==> config.mk <==
export PLATFORM = sky130hd
export DESIGN_NAME = hbpwm_top
export DESIGN_NICKNAME = d
export VERILOG_FILES = /design/src/core/hbpwm_pkg.sv /design/src/core/hbpwm_top.sv
export SDC_FILE = /design/constraint.sdc
export NUM_CORES = 1
export LEC_CHECK = 0
export BUFFER_PORTS_ARGS = -buffer_cell sky130_fd_sc_hd__buf_4
export CAP_MARGIN = 20
export CORE_ASPECT_RATIO = 1.75
export CORE_MARGIN = 2
export CORE_UTILIZATION = 56
export DETAILED_ROUTE_END_ITERATION = 8
export MAX_ROUTING_LAYER = met4
export PLACE_DENSITY = 0.79
export RECOVER_POWER = 100
export SLEW_MARGIN = 30
export SYNTH_ARGS = -nofsm -noshare
export SYNTH_HDL_FRONTEND = slang
export SYNTH_SLANG_ARGS = --single-unit
export TNS_END_PERCENT = 1
==> constraint.sdc <==
create_clock -name clk_i -period 6.1 [get_ports clk_i]
set_input_delay 1.83 -clock clk_i [delete_from_list [all_inputs] [get_ports clk_i]]
set_output_delay 1.83 -clock clk_i [all_outputs]
set_load 0.02 [all_outputs]
==> src/core/hbpwm_pkg.sv <==
package hbpwm_pkg;
  // ==========================================================
  // Register offsets
  localparam logic [31:0] PAIR0_RISE_COMPARE_OFS = 32'hffff0f84;
  localparam logic [31:0] PAIR0_FALL_COMPARE_OFS = 32'hffff0f88;
  localparam logic [31:0] PAIR0_LOW_FALL_COMPARE_OFS = 32'hffff0f8c;
  localparam logic [31:0] PAIR1_RISE_COMPARE_OFS = 32'hffff0f94;
  localparam logic [31:0] PAIR1_FALL_COMPARE_OFS = 32'hffff0f98;
  localparam logic [31:0] PAIR1_LOW_FALL_COMPARE_OFS = 32'hffff0f9c;
  localparam logic [31:0] PAIR2_RISE_COMPARE_OFS = 32'hffff0fa4;
  localparam logic [31:0] PAIR2_FALL_COMPARE_OFS = 32'hffff0fa8;
  localparam logic [31:0] PAIR2_LOW_FALL_COMPARE_OFS = 32'hffff0fac;
  localparam logic [31:0] ADC_TRIGGER_CONTROL_OFS = 32'hffff0fb4;
  localparam logic [31:0] BRIDGE_CONTROL_OFS = 32'hffff0f80;
  localparam logic [31:0] TRIP_IRQ_CLEAR_OFS = 32'hffff0fb8;
  localparam logic [31:0] PAIR0_PERIOD_LENGTH_OFS = 32'hffff0f90;
  localparam logic [31:0] IRQ_STATUS_OFS = 32'hffff0fc0;
  localparam logic [31:0] IRQ_ENABLE_OFS = 32'hffff0fc4;
  localparam logic [31:0] IRQ_CLEAR_OFS = 32'hffff0fc8;
  // ==========================================================
  // Fields and reset values
  localparam logic [15:0] BRIDGE_CONTROL_RESET = 16'h0012;
  localparam logic [7:0] ADC_TRIGGER_CONTROL_RESET = 8'h00;
  localparam logic [15:0] COMPARE_RESET = 16'h0000;
  localparam int BRIDGE_ENABLE_BIT = 9;
  localparam int INVERT_ALL_BIT = 5;
  localparam int HIGH_SIDE_OFF_BIT = 4;
  localparam int SIDE_SELECT_BIT = 2;
  localparam int HBRIDGE_MODE_BIT = 1;
  localparam int TRIGGER_ENABLE_BIT = 7;
  localparam int IRQ_TRIP_BIT = 0;
  localparam int IRQ_TRIGGER_BIT = 1;
  localparam int IRQ_BITS = 2;
  // Delay is 4*(code+1) clocks, then one extra hand-over clock
  localparam logic [6:0] DELAY_STEP = 7'h04;

  typedef struct packed {
    logic [31:0] addr;
    logic [31:0] wdata;
    logic wr;
    logic rd;
  } hbpwm_bus_t;

  typedef struct packed {
    logic a_high;
    logic a_low;
    logic b_high;
    logic b_low;
  } hbpwm_bridge_t;

  typedef enum logic [2:0] {
    TRG_IDLE = 3'b001,
    TRG_WAIT = 3'b010,
    TRG_DONE = 3'b100
  } hbpwm_trg_state_t;
endpackage

==> src/core/hbpwm_top.sv <==
`timescale 1ns/10ps
// Overview of operation
// RULE1: Bridge outputs from enable, off, invert, side
// RULE2: High-side-off forces 1010; disabled forces 1111
// RULE3: Waves on one pair, other held
// RULE4: Invert-all swaps side-select pair mapping
// RULE5: Bridge control resets to 0x12
// RULE6: PWM pins default to PWM function
// RULE7: Any write to clear register clears trip
// RULE8: Software clears trip before leaving handler
// RULE9: Trigger issued delay after low-side rise
// RULE10: Delay beyond pulse width gives no trigger
// RULE11: Bit 7 enables trigger; resets zero
// RULE12: Delay is four times code plus one
// RULE13: One extra clock hands trigger to ADC
// RULE14: ADC starts on next ADC clock edge
// RULE15: High wave rises at compare0, falls compare1
// RULE16: Low wave rises at period, falls compare2/high
// RULE17: Trigger is one-clock pulse per rise
// RULE18: Compare registers 16-bit RW, reset zero
module hbpwm_top #(
  parameter int TIMER_WIDTH = 16
) (
  input wire logic clk_i,
  input wire logic reset_i,
  input wire logic [31:0] addr_i,
  input wire logic [31:0] wdata_i,
  input wire logic wr_i,
  input wire logic rd_i,
  input wire logic [TIMER_WIDTH-1:0] timer_count_i,
  input wire logic trip_i,
  output logic [31:0] rdata_o,
  output logic bridge_a_high_out_o,
  output logic bridge_a_low_out_o,
  output logic bridge_b_high_out_o,
  output logic bridge_b_low_out_o,
  output logic pwm_pin_function_o,
  output logic adc_convert_trigger_o,
  output logic irq_o
);
  // ==========================================================
  // Register storage
  hbpwm_pkg::hbpwm_bus_t bus;
  logic [15:0] bridge_control_reg;
  logic [7:0] adc_trigger_control_reg;
  logic [TIMER_WIDTH-1:0] cmp [0:8];
  logic [TIMER_WIDTH-1:0] pair0_period_length;
  logic [hbpwm_pkg::IRQ_BITS-1:0] irq_status;
  logic [hbpwm_pkg::IRQ_BITS-1:0] irq_enable;
  logic trip_meta;
  logic trip_sync;
  logic trip_prev;
  logic trip_event;
  logic trigger_event;
  logic high_side_wave;
  logic low_side_wave;
  logic low_prev;
  logic [6:0] delay_cnt;
  logic [6:0] delay_target;
  hbpwm_pkg::hbpwm_trg_state_t trg_state;
  hbpwm_pkg::hbpwm_bridge_t next_bridge;

  assign bus = '{addr: addr_i, wdata: wdata_i, wr: wr_i, rd: rd_i};

  // Index of a compare register, 4'hf when not a compare
  function automatic logic [3:0] cmp_index(input logic [31:0] a);
    unique case (a)
      hbpwm_pkg::PAIR0_RISE_COMPARE_OFS: cmp_index = 4'h0;
      hbpwm_pkg::PAIR0_FALL_COMPARE_OFS: cmp_index = 4'h1;
      hbpwm_pkg::PAIR0_LOW_FALL_COMPARE_OFS: cmp_index = 4'h2;
      hbpwm_pkg::PAIR1_RISE_COMPARE_OFS: cmp_index = 4'h3;
      hbpwm_pkg::PAIR1_FALL_COMPARE_OFS: cmp_index = 4'h4;
      hbpwm_pkg::PAIR1_LOW_FALL_COMPARE_OFS: cmp_index = 4'h5;
      hbpwm_pkg::PAIR2_RISE_COMPARE_OFS: cmp_index = 4'h6;
      hbpwm_pkg::PAIR2_FALL_COMPARE_OFS: cmp_index = 4'h7;
      hbpwm_pkg::PAIR2_LOW_FALL_COMPARE_OFS: cmp_index = 4'h8;
      default: cmp_index = 4'hf;
    endcase
  endfunction

  // ==========================================================
  // Register writes
  // RULE5: bridge control reset
  always_ff @(posedge clk_i) begin
    if (reset_i) begin
      bridge_control_reg <= hbpwm_pkg::BRIDGE_CONTROL_RESET;
    end else if (bus.wr && bus.addr == hbpwm_pkg::BRIDGE_CONTROL_OFS) begin
      bridge_control_reg <= bus.wdata[15:0];
    end
  end

  // RULE11: trigger control register
  always_ff @(posedge clk_i) begin
    if (reset_i) begin
      adc_trigger_control_reg <= hbpwm_pkg::ADC_TRIGGER_CONTROL_RESET;
    end else if (bus.wr && bus.addr == hbpwm_pkg::ADC_TRIGGER_CONTROL_OFS) begin
      adc_trigger_control_reg <= bus.wdata[7:0];
    end
  end

  // RULE18: compare registers
  always_ff @(posedge clk_i) begin
    if (reset_i) begin
      for (int i = 0; i < 9; i++) begin
        cmp[i] <= hbpwm_pkg::COMPARE_RESET;
      end
      pair0_period_length <= hbpwm_pkg::COMPARE_RESET;
    end else if (bus.wr) begin
      if (cmp_index(bus.addr) != 4'hf) begin
        cmp[cmp_index(bus.addr)] <= bus.wdata[TIMER_WIDTH-1:0];
      end
      if (bus.addr == hbpwm_pkg::PAIR0_PERIOD_LENGTH_OFS) begin
        pair0_period_length <= bus.wdata[TIMER_WIDTH-1:0];
      end
    end
  end

  always_ff @(posedge clk_i) begin
    if (reset_i) begin
      irq_enable <= '0;
    end else if (bus.wr && bus.addr == hbpwm_pkg::IRQ_ENABLE_OFS) begin
      irq_enable <= bus.wdata[hbpwm_pkg::IRQ_BITS-1:0];
    end
  end

  // ==========================================================
  // Trip input and interrupts
  // Trip pin is asynchronous, so two flops before use
  always_ff @(posedge clk_i) begin
    if (reset_i) begin
      trip_meta <= 1'b1;
      trip_sync <= 1'b1;
      trip_prev <= 1'b1;
    end else begin
      trip_meta <= trip_i;
      trip_sync <= trip_meta;
      trip_prev <= trip_sync;
    end
  end

  // Trip is active low; event on falling edge
  assign trip_event = trip_prev && !trip_sync;

  // RULE7: any write clears trip, set wins
  always_ff @(posedge clk_i) begin
    if (reset_i) begin
      irq_status <= '0;
    end else begin
      for (int i = 0; i < hbpwm_pkg::IRQ_BITS; i++) begin
        if (bus.wr && bus.addr == hbpwm_pkg::IRQ_CLEAR_OFS && bus.wdata[i]) begin
          irq_status[i] <= 1'b0;
        end
      end
      if (bus.wr && bus.addr == hbpwm_pkg::TRIP_IRQ_CLEAR_OFS) begin
        irq_status[hbpwm_pkg::IRQ_TRIP_BIT] <= 1'b0;
      end
      if (trip_event) begin
        irq_status[hbpwm_pkg::IRQ_TRIP_BIT] <= 1'b1;
      end
      if (trigger_event) begin
        irq_status[hbpwm_pkg::IRQ_TRIGGER_BIT] <= 1'b1;
      end
    end
  end

  // RULE8: level stays until software clears
  always_ff @(posedge clk_i) begin
    if (reset_i) begin
      irq_o <= 1'b0;
    end else begin
      irq_o <= |(irq_status & irq_enable);
    end
  end

  // ==========================================================
  // Pair 0 waveforms
  // RULE15: high wave set and clear
  always_ff @(posedge clk_i) begin
    if (reset_i) begin
      high_side_wave <= 1'b0;
    end else if (timer_count_i == cmp[0]) begin
      high_side_wave <= 1'b1;
    end else if (timer_count_i == cmp[1]) begin
      high_side_wave <= 1'b0;
    end
  end

  // RULE16: low wave set and clear
  always_ff @(posedge clk_i) begin
    if (reset_i) begin
      low_side_wave <= 1'b0;
    end else if (timer_count_i == pair0_period_length) begin
      low_side_wave <= 1'b1;
    end else if (timer_count_i == cmp[2] || timer_count_i == cmp[1]) begin
      low_side_wave <= 1'b0;
    end
  end

  // ==========================================================
  // Output selection
  // RULE1: table decode
  always_comb begin
    next_bridge = '{a_high: high_side_wave, a_low: low_side_wave, b_high: high_side_wave,
                    b_low: low_side_wave};
    if (bridge_control_reg[hbpwm_pkg::HBRIDGE_MODE_BIT]) begin
      // RULE2: forced levels
      if (bridge_control_reg[hbpwm_pkg::HIGH_SIDE_OFF_BIT]) begin
        next_bridge = '{a_high: 1'b1, a_low: 1'b0, b_high: 1'b1, b_low: 1'b0};
      end else if (!bridge_control_reg[hbpwm_pkg::BRIDGE_ENABLE_BIT]) begin
        next_bridge = '{a_high: 1'b1, a_low: 1'b1, b_high: 1'b1, b_low: 1'b1};
      // RULE4: invert swaps pair choice
      end else if (bridge_control_reg[hbpwm_pkg::SIDE_SELECT_BIT] !=
                   bridge_control_reg[hbpwm_pkg::INVERT_ALL_BIT]) begin
        // RULE3: idle pair held
        next_bridge.b_high = bridge_control_reg[hbpwm_pkg::INVERT_ALL_BIT];
        next_bridge.b_low = bridge_control_reg[hbpwm_pkg::INVERT_ALL_BIT];
      end else begin
        next_bridge.a_high = bridge_control_reg[hbpwm_pkg::INVERT_ALL_BIT];
        next_bridge.a_low = bridge_control_reg[hbpwm_pkg::INVERT_ALL_BIT];
      end
    end
  end

  always_ff @(posedge clk_i) begin
    if (reset_i) begin
      bridge_a_high_out_o <= 1'b1;
      bridge_a_low_out_o <= 1'b0;
      bridge_b_high_out_o <= 1'b1;
      bridge_b_low_out_o <= 1'b0;
    end else begin
      bridge_a_high_out_o <= next_bridge.a_high;
      bridge_a_low_out_o <= next_bridge.a_low;
      bridge_b_high_out_o <= next_bridge.b_high;
      bridge_b_low_out_o <= next_bridge.b_low;
    end
  end

  // RULE6: pins default to PWM use
  always_ff @(posedge clk_i) begin
    if (reset_i) begin
      pwm_pin_function_o <= 1'b1;
    end else begin
      pwm_pin_function_o <= 1'b1;
    end
  end

  // ==========================================================
  // ADC convert trigger
  // RULE12: four clocks per code step
  assign delay_target = 7'(({3'h0, adc_trigger_control_reg[3:0]} + 7'h01) *
                        hbpwm_pkg::DELAY_STEP);

  always_ff @(posedge clk_i) begin
    if (reset_i) begin
      low_prev <= 1'b0;
    end else begin
      low_prev <= low_side_wave;
    end
  end

  // RULE9: count from low-side rise
  always_ff @(posedge clk_i) begin
    if (reset_i) begin
      trg_state <= hbpwm_pkg::TRG_IDLE;
      delay_cnt <= 7'h00;
    end else begin
      unique case (trg_state)
        hbpwm_pkg::TRG_IDLE: begin
          delay_cnt <= 7'h01;
          if (low_side_wave && !low_prev &&
              adc_trigger_control_reg[hbpwm_pkg::TRIGGER_ENABLE_BIT]) begin
            trg_state <= hbpwm_pkg::TRG_WAIT;
          end
        end
        hbpwm_pkg::TRG_WAIT: begin
          delay_cnt <= 7'(delay_cnt + 7'h01);
          // RULE10: pulse ended first, abandon
          if (!low_side_wave) begin
            trg_state <= hbpwm_pkg::TRG_IDLE;
          end else if (delay_cnt == delay_target) begin
            trg_state <= hbpwm_pkg::TRG_DONE;
          end
        end
        hbpwm_pkg::TRG_DONE: begin
          // RULE17: one pulse per rise
          if (!low_side_wave) begin
            trg_state <= hbpwm_pkg::TRG_IDLE;
          end
        end
      endcase
    end
  end

  assign trigger_event = (trg_state == hbpwm_pkg::TRG_WAIT) && low_side_wave &&
                         (delay_cnt == delay_target);

  // RULE13: extra hand-over clock
  // RULE14: ADC samples this on its next edge
  always_ff @(posedge clk_i) begin
    if (reset_i) begin
      adc_convert_trigger_o <= 1'b0;
    end else begin
      adc_convert_trigger_o <= trigger_event;
    end
  end

  // ==========================================================
  // Read path, data one cycle after strobe
  always_ff @(posedge clk_i) begin
    if (reset_i) begin
      rdata_o <= 32'h0000_0000;
    end else if (bus.rd) begin
      rdata_o <= 32'h0000_0000;
      if (cmp_index(bus.addr) != 4'hf) begin
        rdata_o[TIMER_WIDTH-1:0] <= cmp[cmp_index(bus.addr)];
      end
      unique case (bus.addr)
        hbpwm_pkg::BRIDGE_CONTROL_OFS: rdata_o[15:0] <= bridge_control_reg;
        hbpwm_pkg::ADC_TRIGGER_CONTROL_OFS: rdata_o[7:0] <= adc_trigger_control_reg;
        hbpwm_pkg::PAIR0_PERIOD_LENGTH_OFS: rdata_o[TIMER_WIDTH-1:0] <= pair0_period_length;
        hbpwm_pkg::IRQ_STATUS_OFS: rdata_o[hbpwm_pkg::IRQ_BITS-1:0] <= irq_status;
        hbpwm_pkg::IRQ_ENABLE_OFS: rdata_o[hbpwm_pkg::IRQ_BITS-1:0] <= irq_enable;
        default: ;
      endcase
    end
  end
endmodule

==> metrics.yaml <==
outcome:
  run_status: "complete, but fails checks"
  failed_checks: "max-capacitance violations, max-slew violations"
routing:
  antenna_left: 0
  post_drt_wl_per_cell_um: 23.10
  drtIter0Drc: 883
  dr_total_vias: 9377
  drc_errors: 0
  wl_mm: 34.47
  vias_per_cell: 6.285
  drt_first_pass_iters: 5
cells_and_area:
  drive_above_1_share_pct: 10.65
  top_register: "cmp"
  antennaDiodeCount: 0
  largest_register_ffs: 156
  final_common_cell: "edfxtp_1"
  syn_to_final_growth_pct: 10.55
  final-instance-count-excl-fill: 1492
  fin_nets: 1312
  final_cell_mix: "edfxtp_1 (156), nand2_1 (104), nor2_1 (92)"
yosys:
  synth_area_leaders: "edfxtp_1 (40%), dfxtp_1 (14%), and2_1 (7.7%)"
  syn_avg_cell_area_um2: 10.26
  ys.flop_type: "edfxtp_1"
  yosysUniqueCellTypes: 67
  synth_edf_count: 156
  synth_top_area_share_pct: 39.64
  async_flop_share_pct: 0
  ys_seq_area_share_pct: 53.53
  syn_inst: 1152
  ys_ff_latch: 238
  yosys.area.top_type: "edfxtp_1"
  syn_area_um2: 11820
  synth_warnings: 0
die:
  rows: 70
  die_h_um: 196.2
  die_x_um: 113.8
  initial_utilization_pct: 56.69
  ioPinCount: 124
  core_um2: 20850
  die_area_um2: 22330
setup_path:
  r2r_slack_ns: 3.68
  reg2reg_depth: 7
  worstSetupStartpointType: "primary input"
  critical_path.max_fanout: 16
  r2r-start: "adc_trigger_control_reg[0]$_SDFFE_PP0P_"
  worstSetupPathType: "primary input to register"
  setup.worst_path.start: "addr_i[6]"
  end_kind: "register"
  slowest_stage: "clkbuf_1"
  worst_path_largest_cell_delay_ns: 0.75
  path_cells: "clkbuf_1 > nor4_1 > nand3_1 > nor2_1 > buf_4 > and3_1 > nand4_1 > o21ai_0 > clkbuf_1"
  crit_top_cell: "clkbuf_1"
  reg2reg_to: "irq_status[1]$_SDFFE_PP0P_"
  required_ns: 6.24
  worstPathArrival_ns: 5.08
clock_tree:
  cts_root_buf: "clkbuf_16"
  clk_latency_ns: 0.51
  cts_made_buffers: 22
  ctsResizeCount: 0
  clock_sinks: 238
  clockBufferDepth: 3
  post-cts-setup-buffer-count: 0
  cts_hold_buffers: 0
  cts_tree: "yes"
  cts_max_level: 1
  clk_pin_slew_ns: 0.06
place:
  numPortBuffers: 90
  hpwl_mm: 24.52
  dpl.cell_count: 1452
  place_congestion: 0.9724
worst_hold_path:
  worstHoldStart: "trip_meta$_SDFF_PP1_"
  min_to: "trip_sync$_SDFF_PP1_"
  min_path_type: "register to register"
  hold_depth: 1
sta:
  max_slew_margin_pct: -104.0
  period_share_pct: 81.00
  fmax_mhz: 202.4
  setup_viol: 0
  hold_viol_final: 0
  min_period_ns: 4.941
  grt_setup_unrepaired: "no"
  clock_skew_ns: 0.007277
  tightest_slew_ns: 3.059
  slew_viol_final: 84
  fin_tns_setup_ns: 0
power:
  p_seq_share_pct: 53.8
  swShare_pct: 23.59
  switching_power_mw: 0.7934
  clockPowerShare_pct: 39.2
  power_frac_comb_pct: 7.0
  intPower_mw: 2.570
  ir_worst_vdd_v: 0.0001785
  leakagePower_nw: 4.667
  cellPowerDensity_nw_per_um2: 257.5
grt:
  grt_usage_pct: 31.51
  grt_start_max_net_pins: 68
  overflow: 0
  grt_pass1_wl_mm: 51.55
  antenna_found_initial: 0
  grt_pass1_vias: 9060
run:
  drv_cap: 2
-- worst max-delay path: cells and delay by family --
| kind | cells | cell delay [ns] |
|---|---|---|
| compound gates | 1 | 0.33 |
| buf+inv | 3 | 1.23 |
| simple gates | 5 | 1.67 |
-- through the flow --
stage / utilization [%] / hold WS, ns / setup WS (ns) / total power [mW] / instance area (µm²)
4_1_cts: 63.84 / 0.4120 / 2.082 / 3.363 / 13310
3_5_place_dp: 60.56 / 0.3975 / 1.547 / 2.081 / 12620
2_1_floorplan: - / 0.3895 / 1.274 / 1.966 / 11920
5_1_grt: 62.67 / 0.4366 / 0.9779 / 3.434 / 13060
6_report: 62.67 / 0.4134 / 1.159 / 3.364 / 13060
3_3_place_gp: 60.52 / 0.3973 / 1.628 / 2.074 / 12620
-- how the worst max path moves through the flow --
stage | endpoint | slack, ns | cells after the start
2_1_floorplan | cmp[0][0]$_SDFFCE_PN0P_ | 1.27 | 7
3_5_place_dp | cmp[7][7]$_SDFFCE_PN0P_ | 1.55 | 9
4_1_cts | cmp[7][4]$_SDFFCE_PN0P_ | 2.08 | 9
5_1_grt | cmp[0][1]$_SDFFCE_PN0P_ | 0.98 | 9
6_report | cmp[0][7]$_SDFFCE_PN0P_ | 1.16 | 9
3_3_place_gp | cmp[8][11]$_SDFFCE_PN0P_ | 1.63 | 9
-- Yosys cell counts, drive strengths merged, types with 9 or more instances --
master,instances
nand2,105
nand4,20
xor2,51
clkbuf,47
xnor2,19
or2,11
nand2b,9
o22a,9
buf,40
nor2,92
nand3,30
mux2i,13
edfxtp,156
o22ai,37
inv,11
and2,146
a21o,12
a21oi,64
nor3,17
dfxtp,82
and3,16
nor4,27
a31o,9
o21ai,50
a22oi,11
-- metal layers --
layer,share of wire (%),track usage [%],vias to the layer above
met2,50,52.47,512
li1,-,-,4232
met1,35,36.00,4464
met5,0,-,-
met4,6.9,18.88,0
met3,8.2,4.201,169
-- power by group through the flow --
stage / Sequential, mW / Combinational, mW / Clock, mW
final: 1.81 / 0.235 / 1.32
after global routing: 1.81 / 0.250 / 1.37
after CTS: 1.81 / 0.240 / 1.32
after detailed placement: 1.84 / 0.239 / 0
after global placement: 1.84 / 0.235 / 0
after floorplan: 1.84 / 0.130 / 0
-- area by class of cell --
type,count,area [µm²]
fill,1746,7781
timing repair buffer,108,671.9
clock buffer,30,621.8
sequential,238,6326
multi-input combinational,843,5026
clock inverter,10,61.31
tap,252,315.3
inverter,11,41.29
-- kinds of logic after synthesis --
| kind of cell | synth area share [%] |
|---|---|
| AOI/OAI and AO/OA | 12.56 |
| and+or+nand+nor | 22.81 |
| DFF | 53.53 |
| xor gates and xnor gates | 5.188 |
| other | 0.06355 |
| buffers and inverters | 4.055 |
| adders and majority gates | 0.3177 |
| muxes | 1.482 |
No activity file was read; power rests on OpenSTA's default activity.
